`src/include/art_pkg.sv`:
```
// Constants, types and mode codes shared by the auto-reload timer files
// Notes on behaviour
// - Eight-bit up-counter advances on prescaler ticks
// - Source mux: internal, internal/3, input pin
// - Seven-bit prescaler, eight taps, divide 2^n
// - Count-enable low freezes prescaler and counter
// - System reset clears the counter
// - Load register write places value immediately
// - Load register read returns live counter
// - Every counter load also clears prescaler
// - Auto-reload overflow reloads counter, sets output
// - Compare match in auto-reload clears output
// - Overflow sets sticky flag, optional interrupt
// - Compare match sets sticky flag, optional interrupt
// - Capture modes copy counter on active edge
// - Capture mode: free run, PWM, compare flag
// - Capture-with-reset also clears counter and prescaler
// - External-load mode loads reload on edge
// - External-load mode: overflow sets, compare clears
// - Events wake wait; stop only with pin clock
// - Mode codes: reload, capture, capture-reset, ext-load
// - Edge enable and polarity select detection
// - Clock select codes 00, 01, 10, 11 reserved
// - Writing zero clears a flag, one keeps
package art_pkg;
  localparam int CNT_W  = 8;
  localparam int PRE_W  = 7;
  localparam int TAP_W  = 3;
  localparam int FLAG_W = 3;

  localparam int FLAG_OVF = 0;
  localparam int FLAG_CMP = 1;
  localparam int FLAG_EXT = 2;

  localparam logic [CNT_W-1:0]  CNT_RST   = 8'h00;
  localparam logic [CNT_W-1:0]  CNT_TOP   = 8'hff;
  localparam logic [CNT_W-1:0]  RELOAD_RST = 8'h00;
  localparam logic [CNT_W-1:0]  CMP_RST   = 8'h00;
  localparam logic [PRE_W-1:0]  PRE_RST   = 7'h00;
  localparam logic [FLAG_W-1:0] FLAG_RST  = 3'h0;
  localparam logic [1:0]        DIV3_LAST = 2'h2;

  typedef enum logic [1:0] {
    ART_MODE_RELOAD,
    ART_MODE_CAPTURE,
    ART_MODE_CAP_RESET,
    ART_MODE_EXT_LOAD
  } art_mode_e;

  typedef enum logic [1:0] {
    ART_CLK_INT,
    ART_CLK_INT_DIV3,
    ART_CLK_PIN,
    ART_CLK_RESERVED
  } art_clk_e;
endpackage : art_pkg

```
`src/include/art_tick_if.sv`:
```
// Tick path between the timer core and its prescaler
`timescale 1ns/1ps
interface art_tick_if;
  logic                     src_tick;
  logic                     run;
  logic                     clear;
  logic [art_pkg::TAP_W-1:0] tap;
  logic                     cnt_tick;

  modport pre  (input src_tick, input run, input clear, input tap, output cnt_tick);
  modport core (output src_tick, output run, output clear, output tap, input cnt_tick);
endinterface : art_tick_if

```
`src/rtl/art_timer.sv`:
```
// Auto-reload timer core: counter, modes, PWM output and event flags
`timescale 1ns/1ps
module art_timer (
  input  wire logic                      clk,
  input  wire logic                      rst,
  input  wire logic                      timer_input_pin,
  input  wire logic                      count_enable_bit,
  input  wire logic                      load_bit,
  input  wire logic                      pwm_output_enable,
  input  wire logic [1:0]                mode_select,
  input  wire logic [1:0]                clock_select,
  input  wire logic [art_pkg::TAP_W-1:0] tap_select,
  input  wire logic                      edge_detect_enable,
  input  wire logic                      edge_polarity_select,
  input  wire logic                      overflow_irq_enable,
  input  wire logic                      compare_irq_enable,
  input  wire logic                      external_irq_enable,
  input  wire logic                      load_wr,
  input  wire logic [art_pkg::CNT_W-1:0] load_wdata,
  input  wire logic                      reload_wr,
  input  wire logic [art_pkg::CNT_W-1:0] reload_wdata,
  input  wire logic                      compare_wr,
  input  wire logic [art_pkg::CNT_W-1:0] compare_wdata,
  input  wire logic                      flag_wr,
  input  wire logic [art_pkg::FLAG_W-1:0] flag_wdata,
  output logic [art_pkg::CNT_W-1:0]      load_rdata,
  output logic [art_pkg::CNT_W-1:0]      reload_capture_rdata,
  output logic [art_pkg::CNT_W-1:0]      compare_rdata,
  output logic [art_pkg::FLAG_W-1:0]     event_flag_reg,
  output logic                           irq_req,
  output logic                           wake_wait,
  output logic                           wake_stop,
  output logic                           pwm_output_pin
);
  import art_pkg::*;

  art_tick_if tk ();

  logic [CNT_W-1:0]  up_counter_q;
  logic [CNT_W-1:0]  up_counter_d;
  logic [CNT_W-1:0]  reload_capture_reg_q;
  logic [CNT_W-1:0]  compare_reg_q;
  logic [FLAG_W-1:0] flags_q;
  logic [FLAG_W-1:0] flag_set;
  logic [1:0]        div3_q;
  logic              pwm_q;
  logic              irq_q;
  logic              wake_wait_q;
  logic              wake_stop_q;

  logic              pin_rise;
  logic              pin_fall;
  logic              active_edge;
  art_mode_e         mode;
  art_clk_e          clk_src;
  logic              capture_ev;
  logic              cap_reset;
  logic              ext_load;
  logic              any_load;
  logic              tick;
  logic              ovf_ev;
  logic              cmp_ev;
  logic [CNT_W-1:0]  inc_val;

  art_pin_sync i_art_pin_sync (
    .clk  (clk),
    .rst  (rst),
    .pin  (timer_input_pin),
    .rise (pin_rise),
    .fall (pin_fall)
  );

  art_prescaler i_art_prescaler (
    .clk (clk),
    .rst (rst),
    .tk  (tk.pre)
  );

  assign mode    = art_mode_e'(mode_select);
  assign clk_src = art_clk_e'(clock_select);

  // Divide-by-three source; frozen with the counter so restarts are clean
  always_ff @(posedge clk) begin
    if (rst) begin
      div3_q <= 2'h0;
    end else if (count_enable_bit) begin
      div3_q <= (div3_q == DIV3_LAST) ? 2'h0 : div3_q + 2'h1;
    end
  end

  always_comb begin
    case (clk_src)
      ART_CLK_INT:      tk.src_tick = 1'b1;
      ART_CLK_INT_DIV3: tk.src_tick = (div3_q == DIV3_LAST);
      ART_CLK_PIN:      tk.src_tick = pin_rise;
      default:          tk.src_tick = 1'b0;
    endcase
  end

  assign active_edge = edge_detect_enable && (edge_polarity_select ? pin_fall : pin_rise);

  always_comb begin
    capture_ev = 1'b0;
    cap_reset  = 1'b0;
    ext_load   = 1'b0;
    case (mode)
      ART_MODE_CAPTURE:   capture_ev = active_edge;
      ART_MODE_CAP_RESET: begin
        capture_ev = active_edge;
        cap_reset  = active_edge;
      end
      ART_MODE_EXT_LOAD:  ext_load = active_edge;
      default:            capture_ev = 1'b0;
    endcase
  end

  // Software and edge loads win over counting; a load swallows the
  // overflow or match of the same cycle, so no stale event fires
  assign any_load = load_wr || ext_load || cap_reset || load_bit;
  assign tick     = tk.cnt_tick;

  // Overflow and match looked at only on an increment, once each
  always_comb begin
    ovf_ev = tick && !any_load && (up_counter_q == CNT_TOP);
    if (ovf_ev && mode == ART_MODE_RELOAD) begin
      inc_val = reload_capture_reg_q;
    end else begin
      inc_val = up_counter_q + 8'h01;
    end
    cmp_ev = tick && !any_load && (inc_val == compare_reg_q);
  end

  assign tk.run   = count_enable_bit;
  assign tk.tap   = tap_select;
  assign tk.clear = any_load || (ovf_ev && mode == ART_MODE_RELOAD);

  always_comb begin
    if (load_wr) begin
      up_counter_d = load_wdata;
    end else if (ext_load) begin
      up_counter_d = reload_capture_reg_q;
    end else if (cap_reset) begin
      up_counter_d = CNT_RST;
    end else if (load_bit) begin
      up_counter_d = reload_capture_reg_q;
    end else if (tick) begin
      up_counter_d = inc_val;
    end else begin
      up_counter_d = up_counter_q;
    end
  end

  always_ff @(posedge clk) begin
    if (rst) begin
      up_counter_q <= CNT_RST;
    end else begin
      up_counter_q <= up_counter_d;
    end
  end

  // Capture beats a software write landing in the same cycle
  always_ff @(posedge clk) begin
    if (rst) begin
      reload_capture_reg_q <= RELOAD_RST;
    end else if (capture_ev) begin
      reload_capture_reg_q <= up_counter_q;
    end else if (reload_wr) begin
      reload_capture_reg_q <= reload_wdata;
    end
  end

  always_ff @(posedge clk) begin
    if (rst) begin
      compare_reg_q <= CMP_RST;
    end else if (compare_wr) begin
      compare_reg_q <= compare_wdata;
    end
  end

  // Overflow sets the output, match clears it, in every mode
  always_ff @(posedge clk) begin
    if (rst) begin
      pwm_q <= 1'b0;
    end else if (cmp_ev) begin
      pwm_q <= 1'b0;
    end else if (ovf_ev) begin
      pwm_q <= 1'b1;
    end
  end

  always_ff @(posedge clk) begin
    if (rst) begin
      pwm_output_pin <= 1'b0;
    end else begin
      pwm_output_pin <= pwm_output_enable && (cmp_ev ? 1'b0 : (ovf_ev ? 1'b1 : pwm_q));
    end
  end

  assign flag_set[FLAG_OVF] = ovf_ev;
  assign flag_set[FLAG_CMP] = cmp_ev;
  assign flag_set[FLAG_EXT] = active_edge;

  // Set wins over a clear in the same cycle so no event is lost
  generate
    for (genvar i = 0; i < FLAG_W; i++) begin : g_flag
      always_ff @(posedge clk) begin
        if (rst) begin
          flags_q[i] <= FLAG_RST[i];
        end else if (flag_set[i]) begin
          flags_q[i] <= 1'b1;
        end else if (flag_wr && !flag_wdata[i]) begin
          flags_q[i] <= 1'b0;
        end
      end
    end
  endgenerate

  always_ff @(posedge clk) begin
    if (rst) begin
      irq_q       <= 1'b0;
      wake_wait_q <= 1'b0;
      wake_stop_q <= 1'b0;
    end else begin
      irq_q <= (flags_q[FLAG_OVF] && overflow_irq_enable)
            || (flags_q[FLAG_CMP] && compare_irq_enable)
            || (flags_q[FLAG_EXT] && external_irq_enable);
      wake_wait_q <= irq_q;
      // Stop halts the internal clock, so only a pin-clocked timer may wake it
      wake_stop_q <= irq_q && (clk_src == ART_CLK_PIN);
    end
  end

  assign load_rdata           = up_counter_q;
  assign reload_capture_rdata = reload_capture_reg_q;
  assign compare_rdata        = compare_reg_q;
  assign event_flag_reg       = flags_q;
  assign irq_req              = irq_q;
  assign wake_wait            = wake_wait_q;
  assign wake_stop            = wake_stop_q;

  chk_reset_clears_count: assert property (@(posedge clk)
    rst |=> up_counter_q == CNT_RST) else $error("counter not cleared by reset");
  chk_load_write_value: assert property (@(posedge clk) disable iff (rst)
    load_wr |=> up_counter_q == $past(load_wdata)) else $error("load write not placed in counter");
  chk_freeze_stopped: assert property (@(posedge clk) disable iff (rst)
    !count_enable_bit && !any_load |=> $stable(up_counter_q)) else $error("counter moved while stopped");
  chk_auto_reload: assert property (@(posedge clk) disable iff (rst)
    ovf_ev && mode == ART_MODE_RELOAD |=> up_counter_q == $past(reload_capture_reg_q))
    else $error("overflow did not reload counter");
  chk_overflow_flag: assert property (@(posedge clk) disable iff (rst)
    ovf_ev |=> flags_q[FLAG_OVF] ##1 (flags_q[FLAG_OVF] || $past(flag_wr)))
    else $error("overflow flag not set or not sticky");
  chk_compare_low: assert property (@(posedge clk) disable iff (rst)
    cmp_ev |=> !pwm_output_pin && flags_q[FLAG_CMP]) else $error("match did not clear output");
  chk_overflow_high: assert property (@(posedge clk) disable iff (rst)
    ovf_ev && !cmp_ev && pwm_output_enable |=> pwm_output_pin) else $error("overflow did not set output");
  chk_capture_copy: assert property (@(posedge clk) disable iff (rst)
    capture_ev |=> reload_capture_reg_q == $past(up_counter_q) && flags_q[FLAG_EXT])
    else $error("capture did not copy counter");
  chk_ext_edge_load: assert property (@(posedge clk) disable iff (rst)
    ext_load && !load_wr |=> up_counter_q == $past(reload_capture_reg_q))
    else $error("edge did not load counter");
  chk_flag_write_one: assert property (@(posedge clk) disable iff (rst)
    flag_wr && (&flag_wdata) |=> flags_q == ($past(flags_q) | $past(flag_set)))
    else $error("writing one changed a flag");
endmodule : art_timer

```
`src/rtl/art_prescaler.sv`:
```
// Seven-bit tapped prescaler for the auto-reload timer
`timescale 1ns/1ps
module art_prescaler (
  input wire logic clk,
  input wire logic rst,
  art_tick_if.pre  tk
);
  import art_pkg::*;

  logic [PRE_W-1:0] pre_q;
  logic [PRE_W-1:0] mask;

  // Tap n fires when the low n bits are about to wrap: divide by 2^n
  // Not gated by clear: reload clear is made from this tick, a loop otherwise
  always_comb begin
    mask        = 7'((8'h01 << tk.tap) - 8'h01);
    tk.cnt_tick = tk.run && tk.src_tick && ((pre_q & mask) == mask);
  end

  always_ff @(posedge clk) begin
    if (rst) begin
      pre_q <= PRE_RST;
    end else if (tk.clear) begin
      pre_q <= PRE_RST;
    end else if (tk.run && tk.src_tick) begin
      pre_q <= pre_q + 7'h01;
    end
  end

  chk_pre_clear_zero: assert property (@(posedge clk) disable iff (rst)
    tk.clear |=> pre_q == PRE_RST) else $error("prescaler not cleared on load");
  chk_pre_hold_stop: assert property (@(posedge clk) disable iff (rst)
    !tk.run && !tk.clear |=> $stable(pre_q)) else $error("prescaler moved while stopped");
endmodule : art_prescaler

```
`src/rtl/art_pin_sync.sv`:
```
// Input pin synchroniser with edge detection
`timescale 1ns/1ps
module art_pin_sync (
  input  wire logic clk,
  input  wire logic rst,
  input  wire logic pin,
  output logic      rise,
  output logic      fall
);
  logic meta_q;
  logic sync_q;
  logic prev_q;

  // Only sync_q and prev_q feed the edge logic; meta_q is never read elsewhere
  always_ff @(posedge clk) begin
    if (rst) begin
      meta_q <= 1'b0;
      sync_q <= 1'b0;
      prev_q <= 1'b0;
    end else begin
      meta_q <= pin;
      sync_q <= meta_q;
      prev_q <= sync_q;
    end
  end

  assign rise = sync_q && !prev_q;
  assign fall = !sync_q && prev_q;
endmodule : art_pin_sync

```
`config.mk`:
```
export PLATFORM = sky130hd
export DESIGN_NAME = art_timer
export DESIGN_NICKNAME = d
export VERILOG_FILES = /design/src/include/art_pkg.sv /design/src/include/art_tick_if.sv /design/src/rtl/art_timer.sv /design/src/rtl/art_prescaler.sv /design/src/rtl/art_pin_sync.sv
export SDC_FILE = /design/constraint.sdc
export NUM_CORES = 1
export LEC_CHECK = 0
export BUFFER_PORTS_ARGS = -buffer_cell sky130_fd_sc_hd__buf_2
export CORE_AREA = 2 2 94 60
export DETAILED_ROUTE_END_ITERATION = 12
export DIE_AREA = 0 0 96 62
export MAX_ROUTING_LAYER = met4
export PLACE_DENSITY = 0.78
export SYNTH_ARGS = -nofsm -noshare
export SYNTH_HDL_FRONTEND = slang
export SYNTH_HIERARCHICAL = 1
export SYNTH_SLANG_ARGS = --single-unit
```
`constraint.sdc`:
```
create_clock -name clk -period 3.6 [get_ports clk]
set_input_delay 0.72 -clock clk [delete_from_list [all_inputs] [get_ports clk]]
set_output_delay 0.72 -clock clk [all_outputs]
set_load 0.01 [all_outputs]
```
==> run summary <==
outcome: finished, final reports clean
commonest non-fill, non-tap cell in the layout: buf_2
number of global-route vias before repair: 1998
Worst-path clk slew: 80 ps
TNS Setup: 0 ps
slew margin rel.: 52.86%
routed vias/inst: 5.341
critical path arrival: 3130 ps
dpl ws: 336.1 ps
Ports: 80
Max VDD drop: 0.0001967 V
Initial Util: 47.48%
ys flop type: dfxtp_1
PortBufs: 79
area grow syn2layout: 19.76%
clk buf depth: 2
Post-synth EDFFs: 0
clk root buf: clkbuf_8
distinct cell type count after synthesis: 57
Vias: 2270
pwr/cell area: 370.6 mW/mm^2
cells along the critical path: buf_2, nor2b_1, o21ai_0, and2_1, o211ai_1, a21oi_1, o211a_1, a21oi_1, mux2_4, nor4_2, a311oi_1
combinational share of power: 17.2%
RSZ-0062 raised after global routing: false
DRT Pass-1 Iters: 4
worst slew pin tran: 707.1 ps
final WL: 6.057 mm
die area: 0.005952 mm^2
first-pass GRT wire length: 9.232 mm
final slew viol count: 0
crit-path max cell delay: 360 ps
Syn Inst Count: 284
CTS tree: yes
hpwl dp: 4.585 mm
worst skew pair latency: 290 ps
ANT nets after route: 0
asr flop ratio synth: 0%
Resized cells post-CTS: 0
number of max-cap violations: 0
Clock Skew: 6.321 ps
nets: 409
die width: 96 um
grt total ovfl: 0
register area share after synthesis: 35.48%
Critical Path Sink Type: register
DR iter-0 viols: 116
Critical-path top delay cell: o211a_1
num rows: 21
drt drc: 0
Reg power frac: 49.2%
endpoints failing setup: 0
Num CTS Buffers: 5
CP required: 3750 ps
internal power: 0.0008064 W
endpoints failing hold: 0
CP Launch Type: input port
Net Sw Power: 0.0002953 W
die height: 62 um
fmax: 334.7 MHz
Post-CTS Setup Bufs: 0
DP Area: 0.002865 mm^2
leakage: 1.398 nW
crit path time final: 2988 ps
power share of the clock group: 33.6%
largest net degree at the start of global routing: 38
Syn Area/Cell: 8.741 um^2
Final period util: 83.00%
crit-path max FO: 9
Net Count, Synth: 338
final setup margin: 612.1 ps
post-route cell area: 0.002973 mm^2
wire per inst: 14.25 um
Most common cell on crit path: a21oi_1
class of the worst hold path: reg2reg
number of antenna violations at the first check in global routing: 0
hold_buf cts: 0
Ys Warns: 6
sw frac: 26.81%
H-tree levels: 2
FF+latch count, synth: 44
Post-Syn Area: 0.002482 mm^2
Ant. Diodes: 0
Setup Crit Path Kind: in2reg
layout cell share with drive strength beyond 1: 29.21%
most frequent cells in the layout: buf_2 (79), dfxtp_1 (44), nor2_1 (39)
GRT Total Usage: 20.99%
GP Congestion: 0.9088
clock tree sinks: 44
core box area: 0.005229 mm^2
[per-stage QoR]
| step | power, W | cells | hold WS [ps] | utilization [%] |
|---|---|---|---|---|
| final | 0.001102 | 425 | 446.4 | 56.86 |
| after global routing | 0.001151 | 425 | 457.8 | 56.86 |
| after CTS | 0.001111 | 425 | 450.0 | 56.86 |
| after detailed placement | 0.0007413 | 417 | 429.1 | 54.80 |
| after global placement | 0.0007361 | 417 | 425.7 | 54.80 |
| after floorplan | 0.0006731 | 284 | 413.8 | - |
[power groups by stage]
stage / Combinational (W) / Clock [W] / Sequential, W
floorplan: 0.000124 / 0 / 0.000549
detailed placement: 0.000189 / 0 / 0.000553
global placement: 0.000184 / 0 / 0.000552
global route: 0.000210 / 0.000396 / 0.000546
CTS: 0.000190 / 0.000379 / 0.000542
finish: 0.000190 / 0.000370 / 0.000542
[cells by family after synthesis]
family	count (synthesis)	share of synthesized area, %
xor gates and xnor gates	19	6.704
DFF	44	35.48
adders and majority gates	5	2.520
muxes	20	8.316
AOI/OAI and AO/OA	72	20.11
buffers and inverters	33	7.005
and+or+nand+nor	91	19.86
[per-layer routing]
metal	up-vias	part of all wire [%]	wire (um)	track usage [%]
met5	-	0	0	-
met4	0	0.54	33	4.694
met3	5	9.1	550	4.704
met2	99	42	2534	31.65
met1	1016	49	2938	28.91
li1	1150	-	-	-
[cells in the mapped netlist, types with 2 or more instances]
| master | instances | area (um^2) |
|---|---|---|
| a211oi_1 | 9 | 67.56 |
| ha_1 | 5 | 62.56 |
| a221o_1 | 7 | 70.07 |
| nor2_1 | 39 | 146.4 |
| nand3_1 | 7 | 35.03 |
| dfxtp_1 | 44 | 880.8 |
| a31oi_1 | 4 | 25.02 |
| a22oi_1 | 8 | 60.06 |
| mux2i_1 | 18 | 180.2 |
| nor3_1 | 4 | 20.02 |
| buf_6 | 4 | 45.04 |
| and4_4 | 2 | 22.52 |
| xnor2_1 | 13 | 113.9 |
| a21oi_1 | 18 | 90.09 |
| inv_1 | 16 | 60.06 |
| o21ai_0 | 11 | 55.05 |
| o211ai_1 | 2 | 15.01 |
| xor2_1 | 6 | 52.55 |
| clkbuf_1 | 8 | 30.03 |
| and2_1 | 2 | 12.51 |
| and2_4 | 2 | 17.52 |
| buf_4 | 2 | 15.01 |
| nor2b_1 | 7 | 43.79 |
| nand2_1 | 13 | 48.80 |
[worst paths after layout]
kind                                             from                    end  slack, ps  depth (start not counted)
worst max-delay path                  clock_select[1]                  pwm_q        610                         11
worst min-delay path            i_art_pin_sync/meta_q  i_art_pin_sync/sync_q        450                          1
worst max register to register  i_art_pin_sync/sync_q                  pwm_q        640                         11
worst min register to register  i_art_pin_sync/meta_q  i_art_pin_sync/sync_q        450                          1
[layout make-up]
type | instances | area (um^2)
fillers | 500 | 2256
multi-input cells | 207 | 1428
flip-flops and latches | 44 | 880.8
repair buffers | 81 | 410.4
well taps | 69 | 86.33
clock buffers | 6 | 72.57
inverters | 16 | 60.06
clock inverters | 2 | 35.03
[worst max-delay path: cells and delay by family]
kind | cells | cell delay, ps
AOI/OAI and AO/OA | 6 | 1310
buffers and inverters | 1 | 110
muxes | 1 | 310
and+or+nand+nor | 3 | 700
Power figures use the tool's default switching activity.
